===== config.mk =====
export PLATFORM = sky130hd
export DESIGN_NAME = acd_command_decoder
export DESIGN_NICKNAME = d
export VERILOG_FILES = /design/src/acd_pkg.sv /design/src/acd_command_decoder.sv
export SDC_FILE = /design/constraint.sdc
export NUM_CORES = 1
export LEC_CHECK = 0
export ABC_CLOCK_PERIOD_IN_PS = 4400
export BUFFER_PORTS_ARGS = -buffer_cell sky130_fd_sc_hd__buf_2
export CAP_MARGIN = 10
export CELL_PAD_IN_SITES_DETAIL_PLACEMENT = 1
export CELL_PAD_IN_SITES_GLOBAL_PLACEMENT = 2
export CORE_MARGIN = 5
export CORE_UTILIZATION = 41
export CTS_BUF_LIST = sky130_fd_sc_hd__clkbuf_4 sky130_fd_sc_hd__clkbuf_8
export DETAILED_ROUTE_END_ITERATION = 6
export GPL_TIMING_DRIVEN = 1
export PLACE_DENSITY = 0.91
export SKIP_LAST_GASP = 1
export SLEW_MARGIN = 20
export SYNTH_ARGS = -nofsm -noshare
export SYNTH_HDL_FRONTEND = slang
export SYNTH_SLANG_ARGS = --single-unit

===== constraint.sdc =====
create_clock -name pclk -period 4.4 [get_ports pclk]
set_input_delay 1.1 -clock pclk [delete_from_list [all_inputs] [get_ports pclk]]
set_output_delay 1.1 -clock pclk [all_outputs]
set_load 0.01 [all_outputs]

===== src/acd_pkg.sv =====
// What this block does
// RL1 - Host loads parameter registers first; the opcode write starts the command.
// RL2 - Host writes a new opcode only while busy reads zero.
// RL3 - Every supported opcode belongs to one of three acceptance classes.
// RL4 - Opcodes 38h and CDh are write commands; 38h class 2, CDh class 3.
// RL5 - C5h, CDh, 3Ch are class 3; CAh, 30h, 31h are class 2.
// RL6 - B9 uses feature: 80 class 1, 81 class 2, 0-127 structure read.
// RL7 - Only parameter registers valid for the opcode are passed on; others ignored.
// RL8 - Drive-only commands use the drive bit; full-use commands also use the head.
// RL9 - LBA-capable commands take LBA or CHS as the addressing-mode bit selects.
// RL10 - Power-mode check 98h or E5h uses only the drive bit.
// RL11 - Power-mode check: busy, count register to 00h, clear busy, interrupt.
// RL12 - Card never idles; sleep is left within 200 ms.
// RL13 - Opcode 90h runs the self-diagnostic and loads its code into the error register.
// RL14 - Codes: 01 ok, 02 formatter, 03 buffer, 04 correction, 05 processor, 8x slave.
// RL15 - In card mode the diagnostic runs only when the drive bit addresses this card.
// RL16 - In IDE mode the drive bit is ignored; master reports both devices.
// RL17 - Error flag is set whenever the previous command ended in error.
// RL18 - Completion interrupts reach the host only while interrupt_disable is zero.
// RL19 - Unknown opcode ends with error flag, aborted-command error, busy cleared.
// RL20 - Busy holds from opcode write to setup end; opcode writes while busy ignored.
package acd_pkg;
  // Register byte offsets
  localparam logic [7:0] OFS_FEATURE = 8'h00;
  localparam logic [7:0] OFS_COUNT = 8'h04;
  localparam logic [7:0] OFS_SECTOR = 8'h08;
  localparam logic [7:0] OFS_TRACK = 8'h0C;
  localparam logic [7:0] OFS_DRVHEAD = 8'h10;
  localparam logic [7:0] OFS_CMD_STAT = 8'h14;
  localparam logic [7:0] OFS_ERROR = 8'h18;
  localparam logic [7:0] OFS_DEVCTRL = 8'h1C;
  localparam logic [7:0] OFS_CONFIG = 8'h20;
  // Field positions
  localparam int DH_LBA_BIT = 6;
  localparam int DH_DRIVE_BIT = 4;
  localparam int ST_BUSY_BIT = 7;
  localparam int ST_READY_BIT = 6;
  localparam int ST_DSC_BIT = 4;
  localparam int ST_ERR_BIT = 0;
  localparam int DC_IDIS_BIT = 1;
  localparam int DC_SRST_BIT = 2;
  localparam int CF_IDE_BIT = 0;
  localparam int CF_DRIVE_BIT = 1;
  localparam int CF_SLAVE_FAIL_BIT = 2;
  localparam int CF_FAULT_LSB = 4;
  // Opcodes handled here in full; B9 and its feature values are only classified here
  localparam logic [7:0] OP_PWR_A = 8'h98;
  localparam logic [7:0] OP_PWR_B = 8'hE5;
  localparam logic [7:0] OP_DIAG = 8'h90;
  localparam logic [7:0] OP_SLEEP_A = 8'hE6;
  localparam logic [7:0] OP_SLEEP_B = 8'h99;
  localparam logic [7:0] OP_KEY = 8'hB9;
  localparam logic [7:0] KEY_READ_MAT = 8'h80;
  localparam logic [7:0] KEY_CHANGE = 8'h81;
  // Error register values, diagnostic codes and the power-check count value
  localparam logic [7:0] ERR_ABORT = 8'h04;
  localparam logic [7:0] DIAG_OK = 8'h01;
  localparam logic [7:0] DIAG_SLAVE = 8'h81;
  localparam logic [7:0] PWR_COUNT = 8'h00;
  // Parameter-use masks: {feature, count, sector, track, head, lba}
  localparam logic [5:0] PU_DRIVE = 6'b00_0000;
  localparam logic [5:0] PU_RW = 6'b01_1111;
  localparam logic [5:0] PU_CNT = 6'b01_0000;
  localparam logic [5:0] PU_CNT_HEAD = 6'b01_0010;
  localparam logic [5:0] PU_FORMAT = 6'b01_0111;
  localparam logic [5:0] PU_ADDR = 6'b00_1111;
  localparam logic [5:0] PU_FEAT = 6'b10_0000;
  localparam logic [5:0] PU_KEY = 6'b11_1110;
  // Timing
  localparam int CLK_PERIOD_NS = 100;
  localparam int DIAG_TIME_NS = 2000;
  localparam int DIAG_CYCLES = DIAG_TIME_NS / CLK_PERIOD_NS;
  localparam int WAKE_TIME_MS = 200;
  localparam int WAKE_CYCLES_DOC = WAKE_TIME_MS * 1000000 / CLK_PERIOD_NS;
  localparam int CNT_W = 21;

  typedef enum logic [4:0] {
    ACD_IDLE = 5'b00001,
    ACD_DECODE = 5'b00010,
    ACD_EXEC = 5'b00100,
    ACD_DIAG = 5'b01000,
    ACD_WAKE = 5'b10000
  } acd_state_e;
endpackage


===== src/acd_command_decoder.sv =====
`timescale 1ns/100ps
module acd_command_decoder #(
  parameter int WAKE_CYCLES = acd_pkg::WAKE_CYCLES_DOC
) (
  // Clock and reset
  input wire logic pclk,
  input wire logic presetn,
  // APB slave
  input wire logic psel,
  input wire logic penable,
  input wire logic pwrite,
  input wire logic [7:0] paddr,
  input wire logic [31:0] pwdata,
  output logic [31:0] prdata,
  output logic pready,
  output logic pslverr,
  // Command hand-off to the execution engine
  output logic cmd_start,
  output logic [7:0] cmd_opcode,
  output logic [1:0] cmd_class,
  output logic [7:0] cmd_feature,
  output logic [7:0] cmd_count,
  output logic [7:0] cmd_sector,
  output logic [15:0] cmd_track,
  output logic [3:0] cmd_head,
  output logic cmd_drive,
  output logic cmd_lba,
  input wire logic cmd_done,
  input wire logic cmd_fail,
  // Host-facing status
  output logic busy,
  output logic intrq
);
  import acd_pkg::*;

  localparam int DIAG_HI = DIAG_CYCLES + 2;

  acd_state_e st_q;
  logic [7:0] feat_q, count_q, sect_q, dh_q, op_q, err_reg_q, cfg_q;
  logic [15:0] track_q;
  logic busy_q, err_q, pend_q, idis_q, srst_q, sleep_q, pready_q;
  logic [CNT_W-1:0] cnt_q;
  logic [31:0] rdata_d;
  logic acc, wr, rd_stat, cmd_wr, cmd_take, finish, pend_d, idis_d;
  logic [1:0] cls_d;
  logic [5:0] pu_d;
  logic [2:0] fault;
  logic diag_run, is_pwr, is_diag, is_sleep;
  logic [7:0] diag_code;

  // Class and parameter-use table
  function automatic logic [7:0] decode_op(input logic [7:0] op, input logic [7:0] fr);
    logic [1:0] c;
    logic [5:0] p;
    c = 2'd1;
    p = PU_DRIVE;
    casez (op)
      8'hE5, 8'h98, 8'h90, 8'hE7, 8'hEC, 8'hE1, 8'h95, 8'h00, 8'hE4, 8'h03,
      8'hF6, 8'hF3, 8'hF4, 8'hF5, 8'hF1, 8'hF2, 8'hE6, 8'h99, 8'hE2, 8'h96,
      8'hE0, 8'h94, 8'h1?: p = PU_DRIVE;
      8'hE3, 8'h97, 8'hC6: p = PU_CNT;
      8'h91: p = PU_CNT_HEAD;
      8'hEF: p = PU_FEAT;
      8'hC0, 8'hC8, 8'hC4, 8'h20, 8'h21, 8'h40, 8'h41, 8'h87: p = PU_RW;
      8'h22, 8'h23, 8'h7?: p = PU_ADDR;
      8'h50: begin
        c = 2'd2;
        p = PU_FORMAT;
      end
      8'hE8: c = 2'd2;
      8'hCA, 8'h30, 8'h31, 8'h38: begin // [RL4] [RL5]
        c = 2'd2;
        p = PU_RW;
      end
      8'h32, 8'h33: begin
        c = 2'd2;
        p = PU_ADDR;
      end
      8'hC5, 8'hCD, 8'h3C: begin // [RL4] [RL5]
        c = 2'd3;
        p = PU_RW;
      end
      OP_KEY: begin // [RL6]
        p = PU_KEY;
        if (fr == KEY_CHANGE) c = 2'd2;
        else if (fr == KEY_READ_MAT || !fr[7]) c = 2'd1;
        else c = 2'd0;
      end
      default: c = 2'd0;
    endcase
    return {c, p};
  endfunction

  assign {cls_d, pu_d} = decode_op(op_q, feat_q); // [RL3]
  assign acc = psel && penable && pready_q;
  assign wr = acc && pwrite;
  assign rd_stat = acc && !pwrite && paddr == OFS_CMD_STAT;
  assign cmd_wr = wr && paddr == OFS_CMD_STAT;
  assign cmd_take = cmd_wr && !busy_q && !srst_q; // [RL20] [RL1]
  assign is_pwr = op_q == OP_PWR_A || op_q == OP_PWR_B;
  assign is_diag = op_q == OP_DIAG;
  assign is_sleep = op_q == OP_SLEEP_A || op_q == OP_SLEEP_B;
  assign fault = cfg_q[CF_FAULT_LSB +: 3];
  // Card mode runs only when addressed; IDE mode ignores the drive bit
  assign diag_run = cfg_q[CF_IDE_BIT] || dh_q[DH_DRIVE_BIT] == cfg_q[CF_DRIVE_BIT]; // [RL15] [RL16]
  always_comb begin
    if (fault >= 3'd2 && fault <= 3'd5) diag_code = {5'h00, fault}; // [RL14]
    else if (cfg_q[CF_IDE_BIT] && !cfg_q[CF_DRIVE_BIT] && cfg_q[CF_SLAVE_FAIL_BIT])
      diag_code = DIAG_SLAVE; // [RL16]
    else diag_code = DIAG_OK;
  end
  assign finish = (st_q == ACD_DECODE && (cls_d == 2'd0 || is_pwr || is_sleep ||
                   (is_diag && !diag_run))) || (st_q == ACD_EXEC && cmd_done) ||
                  (st_q == ACD_DIAG && cnt_q == '0);

  // APB: one wait state, answer from flops
  always_ff @(posedge pclk or negedge presetn) begin
    if (!presetn) begin
      pready_q <= 1'b0;
      prdata <= 32'h0000_0000;
      pslverr <= 1'b0;
    end else begin
      pready_q <= psel && penable && !pready_q;
      prdata <= (psel && penable && !pready_q && !pwrite) ? rdata_d : 32'h0000_0000;
      pslverr <= psel && penable && !pready_q && paddr > OFS_CONFIG;
    end
  end
  assign pready = pready_q;

  always_comb begin
    rdata_d = 32'h0000_0000;
    case (paddr)
      OFS_FEATURE: rdata_d[7:0] = feat_q;
      OFS_COUNT: rdata_d[7:0] = count_q;
      OFS_SECTOR: rdata_d[7:0] = sect_q;
      OFS_TRACK: rdata_d[15:0] = track_q;
      OFS_DRVHEAD: rdata_d[7:0] = dh_q;
      OFS_CMD_STAT: begin
        rdata_d[ST_BUSY_BIT] = busy_q || srst_q;
        rdata_d[ST_READY_BIT] = !busy_q && !srst_q;
        rdata_d[ST_DSC_BIT] = !busy_q && !srst_q;
        rdata_d[ST_ERR_BIT] = err_q; // [RL17]
      end
      OFS_ERROR: rdata_d[7:0] = err_reg_q;
      OFS_DEVCTRL: begin
        rdata_d[DC_IDIS_BIT] = idis_q;
        rdata_d[DC_SRST_BIT] = srst_q;
      end
      OFS_CONFIG: rdata_d[7:0] = cfg_q;
      default: rdata_d = 32'h0000_0000;
    endcase
  end

  // Parameter registers; the power check overwrites the count
  always_ff @(posedge pclk or negedge presetn) begin
    if (!presetn) begin
      feat_q <= 8'h00;
      count_q <= 8'h00;
      sect_q <= 8'h00;
      track_q <= 16'h0000;
      dh_q <= 8'h00;
      cfg_q <= 8'h00;
    end else begin
      if (st_q == ACD_DECODE && is_pwr) count_q <= PWR_COUNT; // [RL11]
      else if (wr && paddr == OFS_COUNT && !busy_q) count_q <= pwdata[7:0];
      if (wr && !busy_q) begin
        if (paddr == OFS_FEATURE) feat_q <= pwdata[7:0];
        if (paddr == OFS_SECTOR) sect_q <= pwdata[7:0];
        if (paddr == OFS_TRACK) track_q <= pwdata[15:0];
        if (paddr == OFS_DRVHEAD) dh_q <= pwdata[7:0];
        if (paddr == OFS_CONFIG) cfg_q <= pwdata[7:0];
      end
    end
  end

  // Device control is writable even while busy
  assign idis_d = (wr && paddr == OFS_DEVCTRL) ? pwdata[DC_IDIS_BIT] : idis_q;
  always_ff @(posedge pclk or negedge presetn) begin
    if (!presetn) begin
      idis_q <= 1'b0; // [RL18]
      srst_q <= 1'b0;
    end else if (wr && paddr == OFS_DEVCTRL) begin
      idis_q <= pwdata[DC_IDIS_BIT];
      srst_q <= pwdata[DC_SRST_BIT];
    end
  end

  // Command sequencer
  always_ff @(posedge pclk or negedge presetn) begin
    if (!presetn) begin
      st_q <= ACD_IDLE;
      busy_q <= 1'b0;
      op_q <= 8'h00;
      cnt_q <= '0;
      sleep_q <= 1'b0;
    end else if (srst_q) begin
      st_q <= ACD_IDLE;
      busy_q <= 1'b0;
      sleep_q <= 1'b0;
    end else begin
      unique case (st_q)
        ACD_IDLE: if (cmd_take) begin
          busy_q <= 1'b1; // [RL20]
          op_q <= pwdata[7:0];
          // Leaving sleep costs the wake-up time, never an idle state
          if (sleep_q) begin // [RL12]
            st_q <= ACD_WAKE;
            cnt_q <= CNT_W'(WAKE_CYCLES - 1);
          end else st_q <= ACD_DECODE;
        end
        ACD_WAKE: begin
          sleep_q <= 1'b0;
          if (cnt_q == '0) st_q <= ACD_DECODE;
          else cnt_q <= cnt_q - 1'b1;
        end
        ACD_DECODE: begin
          if (is_sleep && cls_d != 2'd0) sleep_q <= 1'b1;
          if (finish) begin
            busy_q <= 1'b0; // [RL11] [RL19]
            st_q <= ACD_IDLE;
          end else if (is_diag) begin // [RL13]
            st_q <= ACD_DIAG;
            cnt_q <= CNT_W'(DIAG_CYCLES - 1);
          end else st_q <= ACD_EXEC;
        end
        ACD_EXEC: if (cmd_done) begin
          busy_q <= 1'b0;
          st_q <= ACD_IDLE;
        end
        ACD_DIAG: if (cnt_q == '0) begin
          busy_q <= 1'b0;
          st_q <= ACD_IDLE;
        end else cnt_q <= cnt_q - 1'b1;
        default: st_q <= ACD_IDLE;
      endcase
    end
  end
  assign busy = busy_q;

  // Error flag and error register
  always_ff @(posedge pclk or negedge presetn) begin
    if (!presetn) begin
      err_q <= 1'b0;
      err_reg_q <= 8'h00;
    end else if (srst_q || cmd_take) begin
      err_q <= 1'b0;
      err_reg_q <= 8'h00;
    end else if (st_q == ACD_DECODE && cls_d == 2'd0) begin
      err_q <= 1'b1; // [RL19] [RL17]
      err_reg_q <= ERR_ABORT;
    end else if (st_q == ACD_EXEC && cmd_done && cmd_fail) begin
      err_q <= 1'b1; // [RL17]
      err_reg_q <= ERR_ABORT;
    end else if (st_q == ACD_DIAG && cnt_q == '0) begin
      err_reg_q <= diag_code; // [RL13] [RL14]
      err_q <= diag_code != DIAG_OK;
    end
  end

  // Pending completion; a new completion wins over a status-read clear
  assign pend_d = (finish && !(st_q == ACD_DECODE && is_diag && !diag_run)) ||
                  (pend_q && !rd_stat && !cmd_take && !srst_q);
  always_ff @(posedge pclk or negedge presetn) begin
    if (!presetn) begin
      pend_q <= 1'b0;
      intrq <= 1'b0;
    end else begin
      pend_q <= pend_d;
      intrq <= pend_d && !idis_d; // [RL18]
    end
  end

  // Hand-off of masked parameters
  always_ff @(posedge pclk or negedge presetn) begin
    if (!presetn) begin
      cmd_start <= 1'b0;
      cmd_opcode <= 8'h00;
      cmd_class <= 2'd0;
      cmd_feature <= 8'h00;
      cmd_count <= 8'h00;
      cmd_sector <= 8'h00;
      cmd_track <= 16'h0000;
      cmd_head <= 4'h0;
      cmd_drive <= 1'b0;
      cmd_lba <= 1'b0;
    end else begin
      cmd_start <= st_q == ACD_DECODE && !finish && !is_diag && !srst_q;
      if (st_q == ACD_DECODE) begin
        cmd_opcode <= op_q;
        cmd_class <= cls_d; // [RL3]
        cmd_feature <= pu_d[5] ? feat_q : 8'h00; // [RL7]
        cmd_count <= pu_d[4] ? count_q : 8'h00; // [RL7]
        cmd_sector <= pu_d[3] ? sect_q : 8'h00;
        cmd_track <= pu_d[2] ? track_q : 16'h0000;
        cmd_head <= pu_d[1] ? dh_q[3:0] : 4'h0; // [RL8] [RL10]
        cmd_drive <= dh_q[DH_DRIVE_BIT]; // [RL8]
        cmd_lba <= pu_d[0] && dh_q[DH_LBA_BIT]; // [RL9]
      end
    end
  end

  property p_busy_on_cmd;
    @(posedge pclk) disable iff (!presetn)
      cmd_take |=> busy_q && (st_q == ACD_DECODE || st_q == ACD_WAKE);
  endproperty
  a_busy_on_cmd: assert property (p_busy_on_cmd) else $error("busy not held"); // [RL20]
  property p_ignore_busy;
    @(posedge pclk) disable iff (!presetn) cmd_wr && busy_q |=> $stable(op_q);
  endproperty
  a_ignore_busy: assert property (p_ignore_busy) else $error("opcode taken while busy"); // [RL20]
  property p_pwr;
    @(posedge pclk) disable iff (!presetn)
      st_q == ACD_DECODE && is_pwr && !srst_q |=> count_q == 8'h00 && !busy_q && pend_q;
  endproperty
  a_pwr: assert property (p_pwr) else $error("power check sequence wrong"); // [RL11]
  property p_abort;
    @(posedge pclk) disable iff (!presetn)
      st_q == ACD_DECODE && cls_d == 2'd0 && !srst_q |=> err_q && err_reg_q == 8'h04 && !busy_q;
  endproperty
  a_abort: assert property (p_abort) else $error("unknown opcode not aborted"); // [RL19]
  property p_class2;
    @(posedge pclk) disable iff (!presetn)
      cmd_start && (cmd_opcode == 8'h38 || cmd_opcode == 8'hCA) |-> cmd_class == 2'd2;
  endproperty
  a_class2: assert property (p_class2) else $error("class 2 write wrong"); // [RL4]
  property p_class3;
    @(posedge pclk) disable iff (!presetn) cmd_start &&
      (cmd_opcode == 8'hC5 || cmd_opcode == 8'hCD || cmd_opcode == 8'h3C) |-> cmd_class == 2'd3;
  endproperty
  a_class3: assert property (p_class3) else $error("class 3 write wrong"); // [RL5]
  property p_key;
    @(posedge pclk) disable iff (!presetn) cmd_start && cmd_opcode == 8'hB9 |->
      cmd_class == (cmd_feature == 8'h81 ? 2'd2 : 2'd1);
  endproperty
  a_key: assert property (p_key) else $error("key class wrong"); // [RL6]
  property p_mask;
    @(posedge pclk) disable iff (!presetn)
      cmd_start && (cmd_opcode == 8'hEC || cmd_opcode == 8'hE7) |->
      cmd_head == 4'h0 && cmd_count == 8'h00 && !cmd_lba;
  endproperty
  a_mask: assert property (p_mask) else $error("unused parameter passed"); // [RL7]
  property p_idis;
    @(posedge pclk) disable iff (!presetn) idis_q |-> !intrq;
  endproperty
  a_idis: assert property (p_idis) else $error("interrupt while disabled"); // [RL18]
  property p_diag;
    @(posedge pclk) disable iff (!presetn || srst_q)
      $rose(st_q == ACD_DIAG) |-> ##[1:DIAG_HI] (!busy_q && err_reg_q != 8'h00);
  endproperty
  a_diag: assert property (p_diag) else $error("diagnostic result missing"); // [RL13]
  c_pwr: cover property (@(posedge pclk) disable iff (!presetn) st_q == ACD_DECODE && is_pwr);
  c_diag: cover property (@(posedge pclk) disable iff (!presetn) $fell(st_q == ACD_DIAG));
  c_exec: cover property (@(posedge pclk) disable iff (!presetn) cmd_start ##[1:20] cmd_done);
endmodule


==> results by group <==
Run status
  • Status: complete, but fails checks
  • Failing checks: design-rule violations

Placed design
  • Placer Congestion: 0.849
  • Detailed placement HPWL: 17700 um
  • PortBufs: 107

Yosys
  • Async set-reset flop share out of synthesis: 100%
  • Cell count after synthesis: 774
  • Top cells by area, synth: dfrtp_1 52%, mux2_2 7.8%, a22o_1 6.4%, nand2_1 2.7%, nor2_1 2.3%
  • Area leader, netlist: dfrtp_1
  • Post-synth EDFFs: 0
  • Synthesized flop and latch total: 176
  • Synthesis Warnings: 0
  • Average cell area after synthesis: 11.0 sq um
  • Cell variety after synth: 78
  • Seq/Total Area, Yosys: 51.8%
  • Synth top area share: 51.5%
  • Syn Std Cell Area: 0.00850 sq mm
  • Main synth FF type: dfrtp_1

Setup path
  • Delay-heaviest family, CP: compound AO/OA/AOI/OAI gates
  • Critical path required time: 4720 ps
  • Crit path arrival time: 3550 ps
  • CP endpoint kind: flip-flop
  • Critical path, cell by cell: inv_1, or4_1, a22oi_1, nor4_1, a31oi_1, o21a_1, buf_4, o211ai_1
  • Crit-path max FO: 21
  • CP Launch Type: flip-flop
  • Max stage delay cell, worst path: dfrtp_1
  • Max stage delay on crit path: 800 ps
  • WS Path Type: flip-flop to flip-flop
  • Crit path buf inv count: 2

Route
  • Drt via density: 5.95
  • First drt pass iteration count: 7
  • Wire per inst: 21.6 um
  • Number of routed nets with antenna violations: 0
  • Iter 0 DRT Violations: 526
  • DRC: 1
  • Vias: 6861
  • Routed WL: 24900 um

Clock tree
  • Clock Sinks: 176
  • TritonCTS Buffers: 17
  • Hold buffer count at CTS: 0
  • Clk_lat worst skew: 480 ps
  • Clk root buf: clkbuf_8
  • Clock buffer depth: 2
  • Post_cts resized: 0
  • Setup Buffers After CTS: 0
  • H-tree Lvls: 4
  • CTS tree: built
  • Clock-pin slew on the worst setup and hold paths: 100 ps

GRT
  • Pin count of the biggest net entering global routing: 84
  • First-pass GRT wire length: 40600 um
  • Vias in the first global route: 7000
  • Total gr overflow: 0
  • Initial antenna violation count: 0
  • Global Route Usage Sum: 21.1%

Die
  • Starting Density: 41.9%
  • Die Y: 154 um
  • Die width: 154 um
  • Core ar.: 0.0203 sq mm
  • Site row count: 52
  • Io pins: 140
  • Die area: 0.0237 sq mm

Timing
  • Final Hold Fails: 0
  • Final setup viols: 0
  • Setup Skew: 23.8 ps
  • Final TNS setup: 0 ps
  • Worst-Margin Slew: 1020 ps
  • Max Clk Rate: 0.310 GHz
  • Minimum clock period: 3230 ps
  • Crit share post-route: 73.4%
  • RSZ-0062 raised after global routing: false
  • Max-slew violations: 0
  • Relative slew slack: 31.7%

Finish
  • Fin nets: 920
  • Leading cell type in the layout, fill and taps excluded: dfrtp_1
  • Share of cells above drive strength 1: 26.7%
  • Most frequent cells in the layout: 175 x dfrtp_1, 106 x buf_2, 62 x nand2_1, 62 x a22o_1, 59 x mux2_2
  • Area grow syn2layout: 13.4%
  • Inserted Diodes: 0
  • Final Util: 47.5%

Power
  • Static Leakage: 4.56 nW
  • Comb pwr share: 18.4%
  • P_sw: 0.00126 W
  • Internal Power: 0.00245 W
  • Switching share of power: 34.0%
  • PwrDens: 386 mW/mm^2
  • Clock power share: 30.2%
  • Worst VDD drop: 231 uV
  • Seq pwr share: 51.4%

Min path
  • Hold Path Class: flip-flop to flip-flop

Run
  • Max Cap Viol: 0
cell usage after synthesis, types with 7 or more instances:
master / instances
nor4_1: 10
clkbuf_1: 29
inv_1: 16
a22o_1: 62
nor2_1: 52
dfrtp_1: 175
nand4_1: 8
a21oi_1: 20
buf_2: 12
o211ai_1: 11
buf_4: 19
mux2_2: 59
nand2_1: 62
nand3_1: 22
nor2b_1: 8
and3_1: 8
nor3_1: 18
a222oi_1: 7
o31ai_1: 8
o21ai_0: 22
and2_1: 14
a22oi_1: 13
a31oi_1: 16
cell type report:
cell class                      count  area [sq um]
Tap cell                          270           338
Clock inverter                     14           144
Fill cell                        2270         10700
Multi-Input combinational cell    535          3760
Sequential cell                   176          4410
Clock buffer                       18           241
Inverter                           16          60.1
Timing Repair Buffer              124           682
metrics by stage:
stage / cell area [sq um] / hold slack (ps) / setup WS (ps) / instances / power [W]
5_1_grt: 9630 / 523 / 955 / 1153 / 0.00392
3_5_place_dp: 9250 / 469 / 840 / 1121 / 0.00263
4_1_cts: 9630 / 491 / 1210 / 1153 / 0.00374
2_1_floorplan: 8550 / 467 / 1350 / 789 / 0.00239
6_report: 9630 / 484 / 1170 / 1153 / 0.00372
3_3_place_gp: 9250 / 459 / 866 / 1121 / 0.00261
registers in the layout (all words and copies together) (netlist names), 2 cells and up:
register,count
sect_q,8
cmd_opcode,8
prdata,16
err_reg_q,4
cmd_count,8
cmd_feature,8
dh_q,8
cmd_sector,8
cnt_q,21
cmd_head,4
st_q,5
cfg_q,8
cmd_class,2
op_q,8
track_q,16
feat_q,8
count_q,8
cmd_track,16
power by group through the flow:
stage / logic (W) / clock network [W] / registers [W]
2_1_floorplan: 0.000503 / 0 / 0.00189
4_1_cts: 0.000694 / 0.00114 / 0.00191
5_1_grt: 0.000768 / 0.00122 / 0.00194
3_5_place_dp: 0.000692 / 0 / 0.00194
3_3_place_gp: 0.000670 / 0 / 0.00194
6_report: 0.000686 / 0.00112 / 0.00191
final timing paths:
| path | slack [ps] | end | startpoint | cells past startpoint |
|---|---|---|---|---|
| worst max-delay path | 1170 | cnt_q[14] | op_q[2] | 8 |
| worst min-delay path | 480 | cmd_class[0] | cmd_class[0] | 2 |
| worst max register to register | 1170 | cnt_q[14] | op_q[2] | 8 |
| worst min register to register | 480 | cmd_class[0] | cmd_class[0] | 2 |
| max in group asynchronous | 2870 | cmd_feature[2] | presetn | 2 |
| min in group asynchronous | 640 | cnt_q[7] | presetn | 1 |
routing by layer:
layer  up-vias  wire [um]  global-route usage (%)
met2       221      11800                    33.0
li1       3079          -                       -
met5         -          0                       0
met1      3536      11600                    30.7
met3        25       1290                    3.77
met4         0        302                    5.05
logic make-up after synthesis:
kind of cell | count (synthesis) | synth area share, %
AO/OA/AOI/OAI | 205 | 18.9
other | 1 | 0.0441
adder cells (fa/ha/maj) | 3 | 0.442
flip-flops | 176 | 51.8
buffers and inverters | 78 | 4.55
multiplexers | 63 | 8.29
XOR/XNOR | 5 | 0.515
AND/OR/NAND/NOR | 243 | 15.4
worst register-to-register path, cell delays in order (launching register included):
cell and delay, ps:
dfrtp_1 800, inv_1 260, or4_1 550, a22oi_1 190, nor4_1 120, a31oi_1 290, o21a_1 470, buf_4 290
o211ai_1 110
No activity file was read; power rests on OpenSTA's default activity.
